$ cat config.mk
export PLATFORM = sky130hd
export DESIGN_NAME = gpmc_top
export DESIGN_NICKNAME = d
export VERILOG_FILES = /design/src/core/gpmc_pkg.sv /design/src/core/gpmc_top.sv
export SDC_FILE = /design/constraint.sdc
export NUM_CORES = 2
export LEC_CHECK = 0
export ABC_AREA = 1
export BUFFER_PORTS_ARGS = -buffer_cell sky130_fd_sc_hd__buf_2
export CAP_MARGIN = 10
export CELL_PAD_IN_SITES_DETAIL_PLACEMENT = 1
export CELL_PAD_IN_SITES_GLOBAL_PLACEMENT = 2
export CORE_ASPECT_RATIO = 0.8
export CORE_MARGIN = 2
export CORE_UTILIZATION = 35
export DETAILED_ROUTE_END_ITERATION = 16
export PLACE_DENSITY = 0.8
export SYNTH_ARGS = -nofsm -noshare
export SYNTH_HDL_FRONTEND = slang
export SYNTH_SLANG_ARGS = --single-unit
$ cat constraint.sdc
create_clock -name aclk -period 4 [get_ports aclk]
set_input_delay 0 -clock aclk [delete_from_list [all_inputs] [get_ports aclk]]
set_output_delay 0 -clock aclk [all_outputs]
set_load 0.02 [all_outputs]
$ cat src/core/gpmc_pkg.sv
/*
  gpmc_pkg: shared constants, types and register map of the gauge power mode controller.
  Assumes one 40 MHz clock domain. Measurement words arrive from the measurement front end.
*/
package gpmc_pkg;
  localparam int unsigned clk_hz = 40000000;
  // time figures in their own units
  localparam int unsigned stretch_max_ms = 4;
  localparam int unsigned settle_s = 3;
  localparam int unsigned temp_hold_s = 60;
  localparam int unsigned stretch_cycles = stretch_max_ms * (clk_hz / 1000);
  localparam int unsigned settle_cycles = settle_s * clk_hz;
  localparam int unsigned temp_hold_cycles = temp_hold_s * clk_hz;
  // calibration and temperature thresholds (mA, mV, 0.1 degC)
  localparam logic signed [15:0] cal_cur_max_ma = 16'sh0064;
  localparam logic [15:0] cal_dv_mv = 16'h0100;
  localparam logic [15:0] cal_dt_dc = 16'h0050;
  localparam logic [15:0] cal_abort_mv = 16'h0020;
  localparam logic signed [15:0] cal_temp_lo_dc = 16'sh0032;
  localparam logic signed [15:0] cal_temp_hi_dc = 16'sh01c2;
  // register byte offsets
  localparam logic [7:0] reg_ctrl = 8'h00;
  localparam logic [7:0] reg_cfg = 8'h04;
  localparam logic [7:0] reg_sleep_cur = 8'h08;
  localparam logic [7:0] reg_hib_cur = 8'h0c;
  localparam logic [7:0] reg_hib_volt = 8'h10;
  localparam logic [7:0] reg_flash_volt = 8'h14;
  localparam logic [7:0] reg_ds_wait = 8'h18;
  localparam logic [7:0] reg_status = 8'h1c;
  localparam logic [7:0] reg_rst_cnt = 8'h20;
  localparam logic [7:0] reg_offset = 8'h24;
  // ctrl bits (write 1 to act)
  localparam int ctrl_hib_set = 0;
  localparam int ctrl_hib_clr = 1;
  localparam int ctrl_ds_set = 2;
  localparam int ctrl_shut_set = 3;
  localparam int ctrl_shut_clr = 4;
  localparam int ctrl_sw_reset = 5;
  localparam int ctrl_rst_type = 6;
  // cfg bits
  localparam int cfg_sleep_en = 0;
  localparam int cfg_polarity = 1;
  localparam int cfg_sel_lo = 2;
  localparam int cfg_sel_hi = 3;
  localparam int cfg_range = 4;
  localparam logic [31:0] cfg_reset = 32'h0000_0007;
  localparam logic [1:0] resp_okay = 2'b00;
  localparam logic [1:0] resp_slverr = 2'b10;

  typedef enum {pm_normal, pm_cal, pm_sleep, pm_deep, pm_hib} gpmc_mode_t;

  typedef struct packed {
    logic signed [15:0] avg_cur_ma;
    logic [15:0] volt_mv;
    logic signed [15:0] temp_dc;
    logic signed [15:0] sense_raw;
    logic ocv_valid;
    logic sample;
  } gpmc_meas_t;
endpackage

$ cat src/core/gpmc_top.sv
/*
  gpmc_top: power mode controller with AXI4-Lite registers.
  Assumes measurement samples and a wake comparator level from the front end;
  comm activity and comparator come from pins and are synchronised here.
*/
// The AXI4-Lite interface to the registers and the register offsets are this design's own decisions.
`timescale 1ns/1ps
module gpmc_top #(
  parameter int unsigned settle_len = gpmc_pkg::settle_cycles,
  parameter int unsigned temp_hold_len = gpmc_pkg::temp_hold_cycles,
  parameter int unsigned stretch_len = gpmc_pkg::stretch_cycles,
  parameter int unsigned cal_len = 64
) (
  // clock and reset
  input wire logic aclk,
  input wire logic aresetn,
  // axi4-lite write address and data
  input wire logic [7:0] s_axi_awaddr,
  input wire logic s_axi_awvalid,
  output logic s_axi_awready,
  input wire logic [31:0] s_axi_wdata,
  input wire logic [3:0] s_axi_wstrb,
  input wire logic s_axi_wvalid,
  output logic s_axi_wready,
  output logic [1:0] s_axi_bresp,
  output logic s_axi_bvalid,
  input wire logic s_axi_bready,
  // axi4-lite read
  input wire logic [7:0] s_axi_araddr,
  input wire logic s_axi_arvalid,
  output logic s_axi_arready,
  output logic [31:0] s_axi_rdata,
  output logic [1:0] s_axi_rresp,
  output logic s_axi_rvalid,
  input wire logic s_axi_rready,
  // measurements and pins
  input wire gpmc_pkg::gpmc_meas_t meas,
  input wire logic comm_activity_pin,
  input wire logic wake_cmp_pin,
  // power outputs
  output logic power_cut_pin,
  output logic power_cut_pin_oe_n,
  output logic hf_osc_en,
  output logic comm_stretch,
  output logic [2:0] wake_threshold_code,
  output logic flash_update_ok,
  output logic report_hold,
  output logic signed [15:0] sense_corrected,
  output logic [2:0] power_mode
);
  gpmc_pkg::gpmc_mode_t mode;
  logic [31:0] cfg, sleep_cur, hib_cur, hib_volt, flash_volt, ds_wait;
  logic hib_req, ds_en, shut_en;
  logic [15:0] rst_cnt [2];
  logic signed [15:0] offset;
  logic [2:0] comm_sy, cmp_sy;
  logic comm_act, cmp_trip;
  logic [31:0] ds_timer, settle_cnt, hold_cnt, stretch_cnt, cal_cnt;
  logic [15:0] cal_volt, cal_temp, cal_start_v;
  logic cal_single, cal_done, cal_abort;
  logic aw_hold, w_hold;
  logic [7:0] aw_addr;
  logic [31:0] w_data;
  logic [3:0] w_strb;
  logic wr_fire, hib_entry, sleep_ok, cur_hib, volt_hib, temp_ok, drift;
  logic [15:0] abs_cur, dv, dt;

  // magnitude helper, used for current and deltas
  function automatic logic [15:0] mag(input logic signed [15:0] v);
    mag = v[15] ? 16'(-v) : 16'(v);
  endfunction

  // byte-lane merge for writes
  function automatic logic [31:0] merge(input logic [31:0] o, input logic [31:0] d,
                                        input logic [3:0] s);
    for (int i = 0; i < 4; i++) begin
      merge[8*i +: 8] = s[i] ? d[8*i +: 8] : o[8*i +: 8];
    end
  endfunction

  // three-stage synchronisers; only stages 2 and 3 are looked at
  always_ff @(posedge aclk) begin
    if (!aresetn) begin
      comm_sy <= 3'h0;
      cmp_sy <= 3'h0;
      comm_act <= 1'b0;
      cmp_trip <= 1'b0;
    end else begin
      comm_sy <= {comm_sy[1:0], comm_activity_pin};
      cmp_sy <= {cmp_sy[1:0], wake_cmp_pin};
      if (comm_sy[1] == comm_sy[2]) comm_act <= comm_sy[2];
      if (cmp_sy[1] == cmp_sy[2]) cmp_trip <= cmp_sy[2];
    end
  end

  // axi write channel capture: address and data taken in either order
  assign s_axi_awready = !aw_hold && !s_axi_bvalid;
  assign s_axi_wready = !w_hold && !s_axi_bvalid;
  assign wr_fire = aw_hold && w_hold && !s_axi_bvalid;
  always_ff @(posedge aclk) begin
    if (!aresetn) begin
      aw_hold <= 1'b0;
      w_hold <= 1'b0;
      aw_addr <= 8'h00;
      w_data <= 32'h0000_0000;
      w_strb <= 4'h0;
      s_axi_bvalid <= 1'b0;
      s_axi_bresp <= gpmc_pkg::resp_okay;
    end else begin
      if (s_axi_awvalid && s_axi_awready) begin
        aw_hold <= 1'b1;
        aw_addr <= s_axi_awaddr;
      end
      if (s_axi_wvalid && s_axi_wready) begin
        w_hold <= 1'b1;
        w_data <= s_axi_wdata;
        w_strb <= s_axi_wstrb;
      end
      if (wr_fire) begin
        aw_hold <= 1'b0;
        w_hold <= 1'b0;
        s_axi_bvalid <= 1'b1;
        s_axi_bresp <= (aw_addr <= gpmc_pkg::reg_ds_wait) ? gpmc_pkg::resp_okay
                                                           : gpmc_pkg::resp_slverr;
      end else if (s_axi_bready) begin
        s_axi_bvalid <= 1'b0;
      end
    end
  end

  // configuration registers; sleep enable and polarity default set
  always_ff @(posedge aclk) begin
    if (!aresetn) begin
      cfg <= gpmc_pkg::cfg_reset;
      sleep_cur <= 32'h0000_0000;
      hib_cur <= 32'h0000_0000;
      hib_volt <= 32'h0000_0000;
      flash_volt <= 32'h0000_0000;
      ds_wait <= 32'h0000_0000;
    end else if (wr_fire) begin
      case (aw_addr)
        gpmc_pkg::reg_cfg: cfg <= merge(cfg, w_data, w_strb);
        gpmc_pkg::reg_sleep_cur: sleep_cur <= merge(sleep_cur, w_data, w_strb);
        gpmc_pkg::reg_hib_cur: hib_cur <= merge(hib_cur, w_data, w_strb);
        gpmc_pkg::reg_hib_volt: hib_volt <= merge(hib_volt, w_data, w_strb);
        gpmc_pkg::reg_flash_volt: flash_volt <= merge(flash_volt, w_data, w_strb);
        gpmc_pkg::reg_ds_wait: ds_wait <= merge(ds_wait, w_data, w_strb);
        default: ;
      endcase
    end
  end

  // control status bits; a hardware clear on wake beats a host set
  always_ff @(posedge aclk) begin
    if (!aresetn) begin
      hib_req <= 1'b0;
      ds_en <= 1'b0;
      shut_en <= 1'b1;
    end else begin
      if (wr_fire && aw_addr == gpmc_pkg::reg_ctrl && w_strb[0]) begin
        if (w_data[gpmc_pkg::ctrl_hib_set]) hib_req <= 1'b1;
        if (w_data[gpmc_pkg::ctrl_hib_clr]) hib_req <= 1'b0;
        if (w_data[gpmc_pkg::ctrl_ds_set]) ds_en <= 1'b1;
        if (w_data[gpmc_pkg::ctrl_shut_set]) shut_en <= 1'b1;
        if (w_data[gpmc_pkg::ctrl_shut_clr]) shut_en <= 1'b0;
      end
      if (mode == gpmc_pkg::pm_hib && comm_act) hib_req <= 1'b0;
      if (mode == gpmc_pkg::pm_deep && comm_act) ds_en <= 1'b0;
    end
  end

  // software reset counters, one per reset type
  always_ff @(posedge aclk) begin
    if (!aresetn) begin
      rst_cnt[0] <= 16'h0000;
      rst_cnt[1] <= 16'h0000;
    end else if (wr_fire && aw_addr == gpmc_pkg::reg_ctrl && w_strb[0]
                 && w_data[gpmc_pkg::ctrl_sw_reset]) begin
      rst_cnt[w_data[gpmc_pkg::ctrl_rst_type]] <= rst_cnt[w_data[gpmc_pkg::ctrl_rst_type]]
                                                  + 16'h0001;
    end
  end

  // entry qualifiers
  assign abs_cur = mag(meas.avg_cur_ma);
  assign sleep_ok = cfg[gpmc_pkg::cfg_sleep_en]
                    && (meas.avg_cur_ma < $signed(sleep_cur[15:0]));
  assign cur_hib = hib_req && meas.ocv_valid && (abs_cur < hib_cur[15:0]);
  assign volt_hib = meas.ocv_valid && (meas.volt_mv < hib_volt[15:0]);
  assign hib_entry = cur_hib || volt_hib;
  assign temp_ok = (meas.temp_dc > gpmc_pkg::cal_temp_lo_dc)
                   && (meas.temp_dc < gpmc_pkg::cal_temp_hi_dc);
  assign dv = mag($signed(meas.volt_mv - cal_volt));
  assign dt = mag($signed(meas.temp_dc - $signed(cal_temp)));
  assign drift = (abs_cur <= 16'(gpmc_pkg::cal_cur_max_ma) || !meas.avg_cur_ma[15])
                 && meas.avg_cur_ma <= gpmc_pkg::cal_cur_max_ma
                 && (dv >= gpmc_pkg::cal_dv_mv || hold_cnt >= temp_hold_len);
  assign cal_done = (cal_cnt == cal_len - 1);
  assign cal_abort = (cal_start_v > meas.volt_mv)
                     && (cal_start_v - meas.volt_mv > gpmc_pkg::cal_abort_mv);

  // temperature drift persistence counter
  always_ff @(posedge aclk) begin
    if (!aresetn) begin
      hold_cnt <= 32'h0000_0000;
    end else if (mode == gpmc_pkg::pm_cal || dt <= gpmc_pkg::cal_dt_dc) begin
      hold_cnt <= 32'h0000_0000;
    end else if (hold_cnt < temp_hold_len) begin
      hold_cnt <= hold_cnt + 32'h0000_0001;
    end
  end

  // mode sequencer
  always_ff @(posedge aclk) begin
    if (!aresetn) begin
      mode <= gpmc_pkg::pm_normal;
      ds_timer <= 32'h0000_0000;
      cal_cnt <= 32'h0000_0000;
      cal_single <= 1'b0;
      cal_start_v <= 16'h0000;
    end else begin
      case (mode)
        gpmc_pkg::pm_normal: begin
          if (hib_entry) begin
            mode <= gpmc_pkg::pm_hib;
          end else if ((sleep_ok && temp_ok) || drift) begin
            mode <= gpmc_pkg::pm_cal;
            cal_single <= !sleep_ok;
            cal_cnt <= 32'h0000_0000;
            cal_start_v <= meas.volt_mv;
          end else if (sleep_ok) begin
            mode <= gpmc_pkg::pm_sleep;
            ds_timer <= ds_wait;
          end
        end
        gpmc_pkg::pm_cal: begin
          cal_cnt <= cal_cnt + 32'h0000_0001;
          if (hib_entry) begin
            mode <= gpmc_pkg::pm_hib;
          end else if (cal_abort) begin
            mode <= gpmc_pkg::pm_normal;
          end else if (cal_done) begin
            mode <= (!cal_single && sleep_ok) ? gpmc_pkg::pm_sleep : gpmc_pkg::pm_normal;
            ds_timer <= ds_wait;
          end
        end
        gpmc_pkg::pm_sleep: begin
          if (hib_entry) begin
            mode <= gpmc_pkg::pm_hib;
          end else if (!sleep_ok || cmp_trip) begin
            mode <= gpmc_pkg::pm_normal;
          end else if (ds_en && ($signed(ds_timer) <= 0)) begin
            mode <= gpmc_pkg::pm_deep;
          end else if (ds_en) begin
            ds_timer <= ds_timer - 32'h0000_0001;
          end
        end
        gpmc_pkg::pm_deep: begin
          if (hib_entry) mode <= gpmc_pkg::pm_hib;
          else if (comm_act) mode <= gpmc_pkg::pm_normal;
        end
        gpmc_pkg::pm_hib: begin
          if (comm_act) mode <= gpmc_pkg::pm_normal;
        end
        default: mode <= gpmc_pkg::pm_normal;
      endcase
    end
  end

  // calibration snapshot and offset store; measurements keep flowing meanwhile
  always_ff @(posedge aclk) begin
    if (!aresetn) begin
      cal_volt <= 16'h0000;
      cal_temp <= 16'h0000;
      offset <= 16'sh0000;
    end else if (mode == gpmc_pkg::pm_cal && cal_done && !cal_abort) begin
      cal_volt <= meas.volt_mv;
      cal_temp <= meas.temp_dc;
      offset <= meas.sense_raw;
    end
  end

  // corrected sense reading, updated on every sample outside calibration
  always_ff @(posedge aclk) begin
    if (!aresetn) begin
      sense_corrected <= 16'sh0000;
    end else if (meas.sample && mode != gpmc_pkg::pm_cal) begin
      sense_corrected <= meas.sense_raw - offset;
    end
  end

  // post-hibernate settle window holds reported values
  always_ff @(posedge aclk) begin
    if (!aresetn) begin
      settle_cnt <= 32'h0000_0000;
    end else if (mode == gpmc_pkg::pm_hib && comm_act) begin
      settle_cnt <= settle_len;
    end else if (settle_cnt != 0) begin
      settle_cnt <= settle_cnt - 32'h0000_0001;
    end
  end

  // clock stretch on comm activity while sleeping, bounded
  always_ff @(posedge aclk) begin
    if (!aresetn) begin
      stretch_cnt <= 32'h0000_0000;
    end else if ((mode == gpmc_pkg::pm_sleep || mode == gpmc_pkg::pm_deep) && comm_act
                 && stretch_cnt == 0) begin
      stretch_cnt <= stretch_len;
    end else if (stretch_cnt != 0) begin
      stretch_cnt <= stretch_cnt - 32'h0000_0001;
    end
  end

  // registered outputs
  always_ff @(posedge aclk) begin
    if (!aresetn) begin
      power_cut_pin <= 1'b0;
      power_cut_pin_oe_n <= 1'b1;
      hf_osc_en <= 1'b1;
      comm_stretch <= 1'b0;
      wake_threshold_code <= 3'h0;
      flash_update_ok <= 1'b0;
      report_hold <= 1'b0;
      power_mode <= 3'h0;
    end else begin
      // shutdown level only in hibernate; elsewhere the opposite, normal level
      power_cut_pin <= (mode == gpmc_pkg::pm_hib && shut_en)
                       ? cfg[gpmc_pkg::cfg_polarity]
                       : !cfg[gpmc_pkg::cfg_polarity];
      power_cut_pin_oe_n <= 1'b0;
      hf_osc_en <= (mode != gpmc_pkg::pm_deep && mode != gpmc_pkg::pm_hib);
      comm_stretch <= (stretch_cnt > 1);
      wake_threshold_code <= {cfg[gpmc_pkg::cfg_sel_hi], cfg[gpmc_pkg::cfg_sel_lo],
                              cfg[gpmc_pkg::cfg_range]};
      flash_update_ok <= (meas.volt_mv >= flash_volt[15:0]);
      report_hold <= (settle_cnt > 1);
      power_mode <= 3'(mode);
    end
  end

  // read channel, one cycle latency
  assign s_axi_arready = !s_axi_rvalid;
  always_ff @(posedge aclk) begin
    if (!aresetn) begin
      s_axi_rvalid <= 1'b0;
      s_axi_rdata <= 32'h0000_0000;
      s_axi_rresp <= gpmc_pkg::resp_okay;
    end else if (s_axi_arvalid && s_axi_arready) begin
      s_axi_rvalid <= 1'b1;
      s_axi_rresp <= gpmc_pkg::resp_okay;
      case (s_axi_araddr)
        gpmc_pkg::reg_ctrl: s_axi_rdata <= 32'h0000_0000;
        gpmc_pkg::reg_cfg: s_axi_rdata <= cfg;
        gpmc_pkg::reg_sleep_cur: s_axi_rdata <= sleep_cur;
        gpmc_pkg::reg_hib_cur: s_axi_rdata <= hib_cur;
        gpmc_pkg::reg_hib_volt: s_axi_rdata <= hib_volt;
        gpmc_pkg::reg_flash_volt: s_axi_rdata <= flash_volt;
        gpmc_pkg::reg_ds_wait: s_axi_rdata <= ds_wait;
        gpmc_pkg::reg_status: s_axi_rdata <= {24'h000000, shut_en, ds_en, hib_req,
                                              flash_update_ok, 1'b0, power_mode};
        gpmc_pkg::reg_rst_cnt: s_axi_rdata <= {rst_cnt[1], rst_cnt[0]};
        gpmc_pkg::reg_offset: s_axi_rdata <= {{16{offset[15]}}, offset};
        default: begin
          s_axi_rdata <= 32'h0000_0000;
          s_axi_rresp <= gpmc_pkg::resp_slverr;
        end
      endcase
    end else if (s_axi_rready) begin
      s_axi_rvalid <= 1'b0;
    end
  end
endmodule // gpmc_top

==> After elaboration in Yosys (flattened, before gate mapping) <==
Memory sizes are Yosys's and may differ from the RTL's. A register that Yosys moved wholly into a read port is not among the register bits.
Cells that the tools add are included.
{ "word_totals": {"mem_bits_rw": 32, "n_memories": 1, "reg_bits": 572, "out_inout_bits": 69, "wordCells": 293} }
{ "classes": {"magnitude_cmp": 18, "n_reduce_logical": 98, "addsub": 13, "bitwise": 2, "muxes": 55, "eq_ne": 43} }
{ "memory_table": {"columns": ["memory", "words", "word_bits", "read_ports", "rd_ports_with_merged_regs", "wr", "line_no", "source"], "rows": [
  ["rst_cnt", 2, 16, 3, 1, 2, "gpmc_top.sv:54", "logic [15:0] rst_cnt [2];"]
]} }
{ "ops": {"columns": ["operator", "n"], "rows": [
  ["$mux 32", 23],
  ["$pmux 32 s9", 1],
  ["$pmux 32 s5", 1],
  ["$eq 32x2->1 const B", 3],
  ["$eq 32x3->1 const B", 3],
  ["$pmux 32 s3", 1],
  ["$sub 32x1->32 const B", 3],
  ["$reduce_and 3->1", 27],
  ["$add 32x1->32 const B", 2],
  ["$gt 32x1->1 const B", 2],
  ["$logic_not 32->1", 2],
  ["$mux 16", 4],
  ["$pmux 32 s2", 1],
  ["$reduce_bool 32->1", 2],
  ["$sub 16x16->16", 4],
  ["$eq 8x5->1 const B", 7],
  ["$mux 27", 2],
  ["$lt 16x16->1", 3],
  ["$neg 16->16", 3],
  ["$mux 18", 2],
  ["$eq 32x1->1 const B", 1],
  ["$eq 32x4->1 const B", 1],
  ["$eq 32x6->1 const B", 1],
  ["$eq 8x4->1 const B", 4],
  ["other kinds (35)", 126]
]} }

==> Logic depth before layout (Yosys ltp) <==
{ "logic_depth": {"word_depth": 10, "ltp_mapped": 27, "depth_no_buf": 26} }

==> Least setup slack after synthesis <==
Ideal clock, no wire load.
{ "synth_timing": {"kind": "register to register", "from": "register cal_volt[0]", "to": "register ds_timer[23]", "t_required_ns": 3.886, "path_slack_ns": 1.139, "path_stages_with_launch": 26, "path_buffers": 1, "arrival_time_ns": 2.747, "cell_sequence": "dfxtp_1 > ha_1 > fa_1 > inv_1 > nand2_1 > nand2_1 > nand3_1 > nand2_1 > nand2_1 > nand2_1 > nand2_1 > nor2_2 > nand2_1 > nand3_1 > nand2_1 > inv_1 > nand2_1 > nor2_2 > nand3_2 > o21bai_4 > nand2_2 > nand2_2 > nand3_4 > buf_2 > a21oi_1 > nor2_1"} }
{ "synth_between": {"elab_chain_cells": 9} }
{ "synth_lines": {"columns": ["item", "line_no", "source"], "rows": [
  ["start, declared", "gpmc_top.sv:59", "logic [15:0] cal_volt, cal_temp, cal_start_v;"],
  ["start signal, assigned", "gpmc_top.sv:277", "cal_volt <= meas.volt_mv;"],
  ["$sub 16x16->16 *", "gpmc_top.sv:193", "assign dv = mag($signed(meas.volt_mv - cal_volt));"],
  ["$neg 16->16", "gpmc_top.sv:70", "mag = v[15] ? 16'(-v) : 16'(v);"],
  ["$mux 16 *", "gpmc_top.sv:70", null],
  ["$ge 16x9->1 *", "gpmc_top.sv:197", "&& (dv >= gpmc_pkg::cal_dv_mv || hold_cnt >= temp_hold_len);"],
  ["$logic_or 1x1->1 *", "gpmc_top.sv:197", null],
  ["$logic_and 1x1->1 *", "gpmc_top.sv:197", null],
  ["$logic_or 1x1->1 *", "gpmc_top.sv:226", "end else if ((sleep_ok && temp_ok) || drift) begin"],
  ["$ne 2x2->1 (no line) *", null, null],
  ["$reduce_and 11->1 (no line) *", null, null],
  ["end signal, assigned", "gpmc_top.sv:233", "ds_timer <= ds_wait;"],
  ["end signal, assigned", "gpmc_top.sv:244", "ds_timer <= ds_wait;"],
  ["end signal, assigned", "gpmc_top.sv:255", "ds_timer <= ds_timer - 32'h0000_0001;"],
  ["end, declared", "gpmc_top.sv:58", "logic [31:0] ds_timer, settle_cnt, hold_cnt, stretch_cnt, cal_cnt;"]
]} }
Every way passes the cells marked *; elsewhere a longest branch is shown, timed or not.
A chain may end at the register's enable or synchronous reset.

==> Final worst setup path <==
{ "layout_timing": {"from": "register cal_temp[5]", "to": "register hold_cnt[12]"} }
{ "layout_between": {"elab_chain_cells": 6} }
{ "layout_lines": {"columns": ["item", "line_no", "source"], "rows": [
  ["start, declared", "gpmc_top.sv:59", null],
  ["start signal, assigned", "gpmc_top.sv:278", "cal_temp <= meas.temp_dc;"],
  ["$sub 16x16->16 *", "gpmc_top.sv:194", "assign dt = mag($signed(meas.temp_dc - $signed(cal_temp)));"],
  ["$neg 16->16", "gpmc_top.sv:70", null],
  ["$mux 16 *", "gpmc_top.sv:70", null],
  ["$le 16x7->1 *", "gpmc_top.sv:206", "end else if (mode == gpmc_pkg::pm_cal || dt <= gpmc_pkg::cal_dt_dc) begin"],
  ["$logic_or 1x1->1 *", "gpmc_top.sv:206", null],
  ["$reduce_or 2->1 (no line) *", null, null],
  ["end signal, assigned", "gpmc_top.sv:209", "hold_cnt <= hold_cnt + 32'h0000_0001;"],
  ["end, declared", "gpmc_top.sv:58", null]
]} }
Marked as above.

==> impl_metrics.yaml <==
outcome:
  status: "completed"
synthesis:
  synthArstFlopShare_pct: 0
  synth.area.top_cells: "dfxtp_1, nor2_1, nand2_1"
  synth.top_cell.area_share_pct: 35.4
  yosysWarnings: 0
  ys_ff_latch: 603
  yosysUniqueCellTypes: 62
  yosysSeqAreaShare_pct: 38.4
  synth_edf_count: 32
  syn_area_per_cell_um2: 6.95
  synthCells: 4646
  syn_area_mm2: 0.0323
  dominantRegCellSynth: "dfxtp_1"
  netlist.top_cell.by_area: "dfxtp_1"
global_route:
  grt_pass1_vias: 32300
  grtUsageMet1_pct: 34.3
  grt_max_degree: 186
  grt_util_met2_pct: 39.5
  grt_busiest_layer: "met2"
  gr-total-overflow: 0
  use_met3_pct: 4.10
  grt_pass1_wl_mm: 184
  grt_use_total_pct: 24.8
  antenna_found_initial: 6
critical_path:
  rrSetupSlack_ns: 0.44
  rr_endpoint: "hold_cnt[12]"
  cp-end-kind: "register"
  worstPathRequired_ns: 4.49
  cp_slowest_stage_delay_ns: 0.39
  cp_max_fo: 32
  worstPathArrival_ns: 4.04
  cp-start-kind: "register"
  path_cells: "inv_1 -> ha_1 -> a21oi_1 -> o21ai_0 -> a21oi_1 -> o21ai_0 -> xnor2_1 -> nand2_1 -> nor2_1 -> nand3_1 -> o21ai_0 -> nand2_1 -> inv_1 -> nand2_1 -> nor2_1 -> nand3_1 -> nand2_2 -> buf_4 -> nor2_1"
  cp_slowest_cell: "xnor2_1"
  r2r-start: "cal_temp[5]"
  worst_r2r_path_depth: 19
  path_class: "reg2reg"
route:
  vias_per_cell: 5.11
  firstDrtPassIters: 5
  vias: 31900
  routed_wl_mm: 118
  detail_route.iter0.violations: 2093
  wl_per_cell_um: 19.0
  drc: 0
  ant_nets: 0
finish:
  multi_input_area_mm2: 0.0169
  layout_common_cells: "nor2_1, nand2_1, inv_1"
  postLayoutCoreUtil_pct: 42.0
  final_common_cell: "nor2_1"
  drive_gt1_share_pct: 8.92
  area_growth_syn_to_layout_pct: 18.9
  regArea_mm2: 0.0124
  finalNetCount: 5225
  nFillCells: 11500
clock_tree:
  cts.htree.levels: 3
  insertion_delay_ns: 0.64
  clk_pin_slew_ns: 0.07
  clockRootBuffer: "clkbuf_16"
  cts.sinks: 603
  tritoncts: "yes"
  clock_path_buffers: 3
  cts_made_buffers: 71
  post_cts_buffers: 0
min_path:
  hp-class: "in2reg"
  hold_end: "s_axi_rdata[17]"
  hp-start: "s_axi_arvalid"
  hold_depth: 5
floorplan:
  rows: 99
  die_height_um: 276
  design.die.area_mm2: 0.0947
  die_w_um: 344
  start_util_pct: 35.4
  coreArea_mm2: 0.0913
  io_pins: 196
sta:
  setup_viol: 0
  post-route-min-period_ns: 3.56
  fin_tns_setup_ns: 0
  setup_ws_ns: 0.445
  timing.final.crit_share_pct: 88.9
  slew_headroom_pct: 27.9
  skew_ns: 0.0326
  max_freq_mhz: 281
  hold_slack_ns: 0.0230
  tightestPinTransition_ns: 1.08
  hold_violations: 0
  drv_slew: 0
pwr:
  vdd_drop_max_uv: 260
  power_density_mw_per_mm2: 430
  leakagePower_nw: 16.7
  total_power_w: 0.0165
placement:
  io_buffers: 193
  gp_congestion: 0.890
  hpwl_mm: 87.5
  pre_cts_slack_ns: 0.362
job:
  maxCapViolCount: 0
==> Yosys cell counts, types with 16 or more instances <==
library cell / instances
buf_2: 25
o22ai_1: 26
a31oi_1: 20
edfxtp_1: 32
a221oi_1: 53
nor4_1: 36
a21oi_1: 351
dfxtp_1: 571
o21ai_0: 387
clkbuf_1: 113
inv_1: 640
xnor2_1: 35
ha_1: 132
a211oi_1: 50
nand3b_1: 16
nand3_1: 228
nor3_1: 77
nand2_1: 740
xor2_1: 98
or2_2: 26
nor2_1: 766
nand4_1: 71
==> critical path, delay by kind of cell (launching register included) <==
kind,cells,cell delay (ns)
buffers and inverters,3,0.43
DFF,1,0.31
adders and majority gates,1,0.35
AOI/OAI and AO/OA,5,0.97
and+or+nand+nor,9,0.95
xor gates and xnor gates,1,0.39
==> state kept, by name, indices dropped and copies added, names as in the netlist, 32 cells and up, named ones only <==
name / flops
stretch_cnt: 32
ds_wait: 32
cfg: 32
flash_volt: 32
mode: 32
sleep_cur: 32
rst_cnt: 32
ds_timer: 32
s_axi_rdata: 32
w_data: 32
hib_volt: 32
hib_cur: 32
cal_cnt: 32
hold_cnt: 32
settle_cnt: 32
==> routing by layer <==
| metal | routed length, µm | vias to the layer above |
|---|---|---|
| met2 | 51700 | 610 |
| li1 | - | 15900 |
| met5 | 0 | - |
| met1 | 56300 | 15200 |
| met4 | 3380 | 0 |
| met3 | 6810 | 171 |
==> how the worst max path moves through the flow <==
stage / from / end / depth (start not counted)
3_3_place_gp: cal_temp[5] / hold_cnt[20] / 19
3_5_place_dp: cal_temp[0] / hold_cnt[19] / 18
5_1_grt: cal_volt[0] / ds_timer[8] / 23
2_1_floorplan: cal_volt[0] / ds_timer[23] / 25
4_1_cts: cal_temp[0] / hold_cnt[8] / 18
6_report: cal_temp[5] / hold_cnt[12] / 19
==> timing repair <==
action                                  in CTS  in global routing
resized for setup                            0                  3
endpoints found under the setup margin       0                 28
endpoints found under the hold margin      186                  0
hold buffers                               110                  0
==> per-stage QoR <==
step / instance area (µm²) / instances
2_1_floorplan: 32400 / 4676
3_3_place_gp: 34800 / 5990
3_5_place_dp: 34800 / 5990
4_1_cts: 38300 / 6231
5_1_grt: 38400 / 6232
6_report: 38400 / 6233
==> cell families after synthesis <==
kind of cell | Yosys count | share of synthesized area, %
AND/OR/NAND/NOR | 1999 | 26.1
adder cells (fa/ha/maj) | 136 | 5.36
buffers and inverters | 813 | 9.70
XOR/XNOR | 133 | 3.61
multiplexers | 5 | 0.155
flip-flops | 603 | 38.4
other | 1 | 0.0116
AO/OA/AOI/OAI | 956 | 16.6
==> power breakdown <==
group          switching (W)  internal, W  leakage [nW]
logic                0.00191      0.00101          10.5
registers           0.000297      0.00639          4.97
clock network        0.00283      0.00405          1.21
==> cell type report <==
| class | count | area share, % |
|---|---|---|
| repair buffers | 367 | 6.83 |
| clock inverters | 24 | 0.792 |
| multi-input cells | 3261 | 44.1 |
| inverters | 658 | 6.45 |
| diodes | 1 | 0.00652 |
| clock buffers | 107 | 5.56 |
| well taps | 1212 | 3.95 |
| flip-flops and latches | 603 | 32.3 |
(Power assumes the default switching activity.)
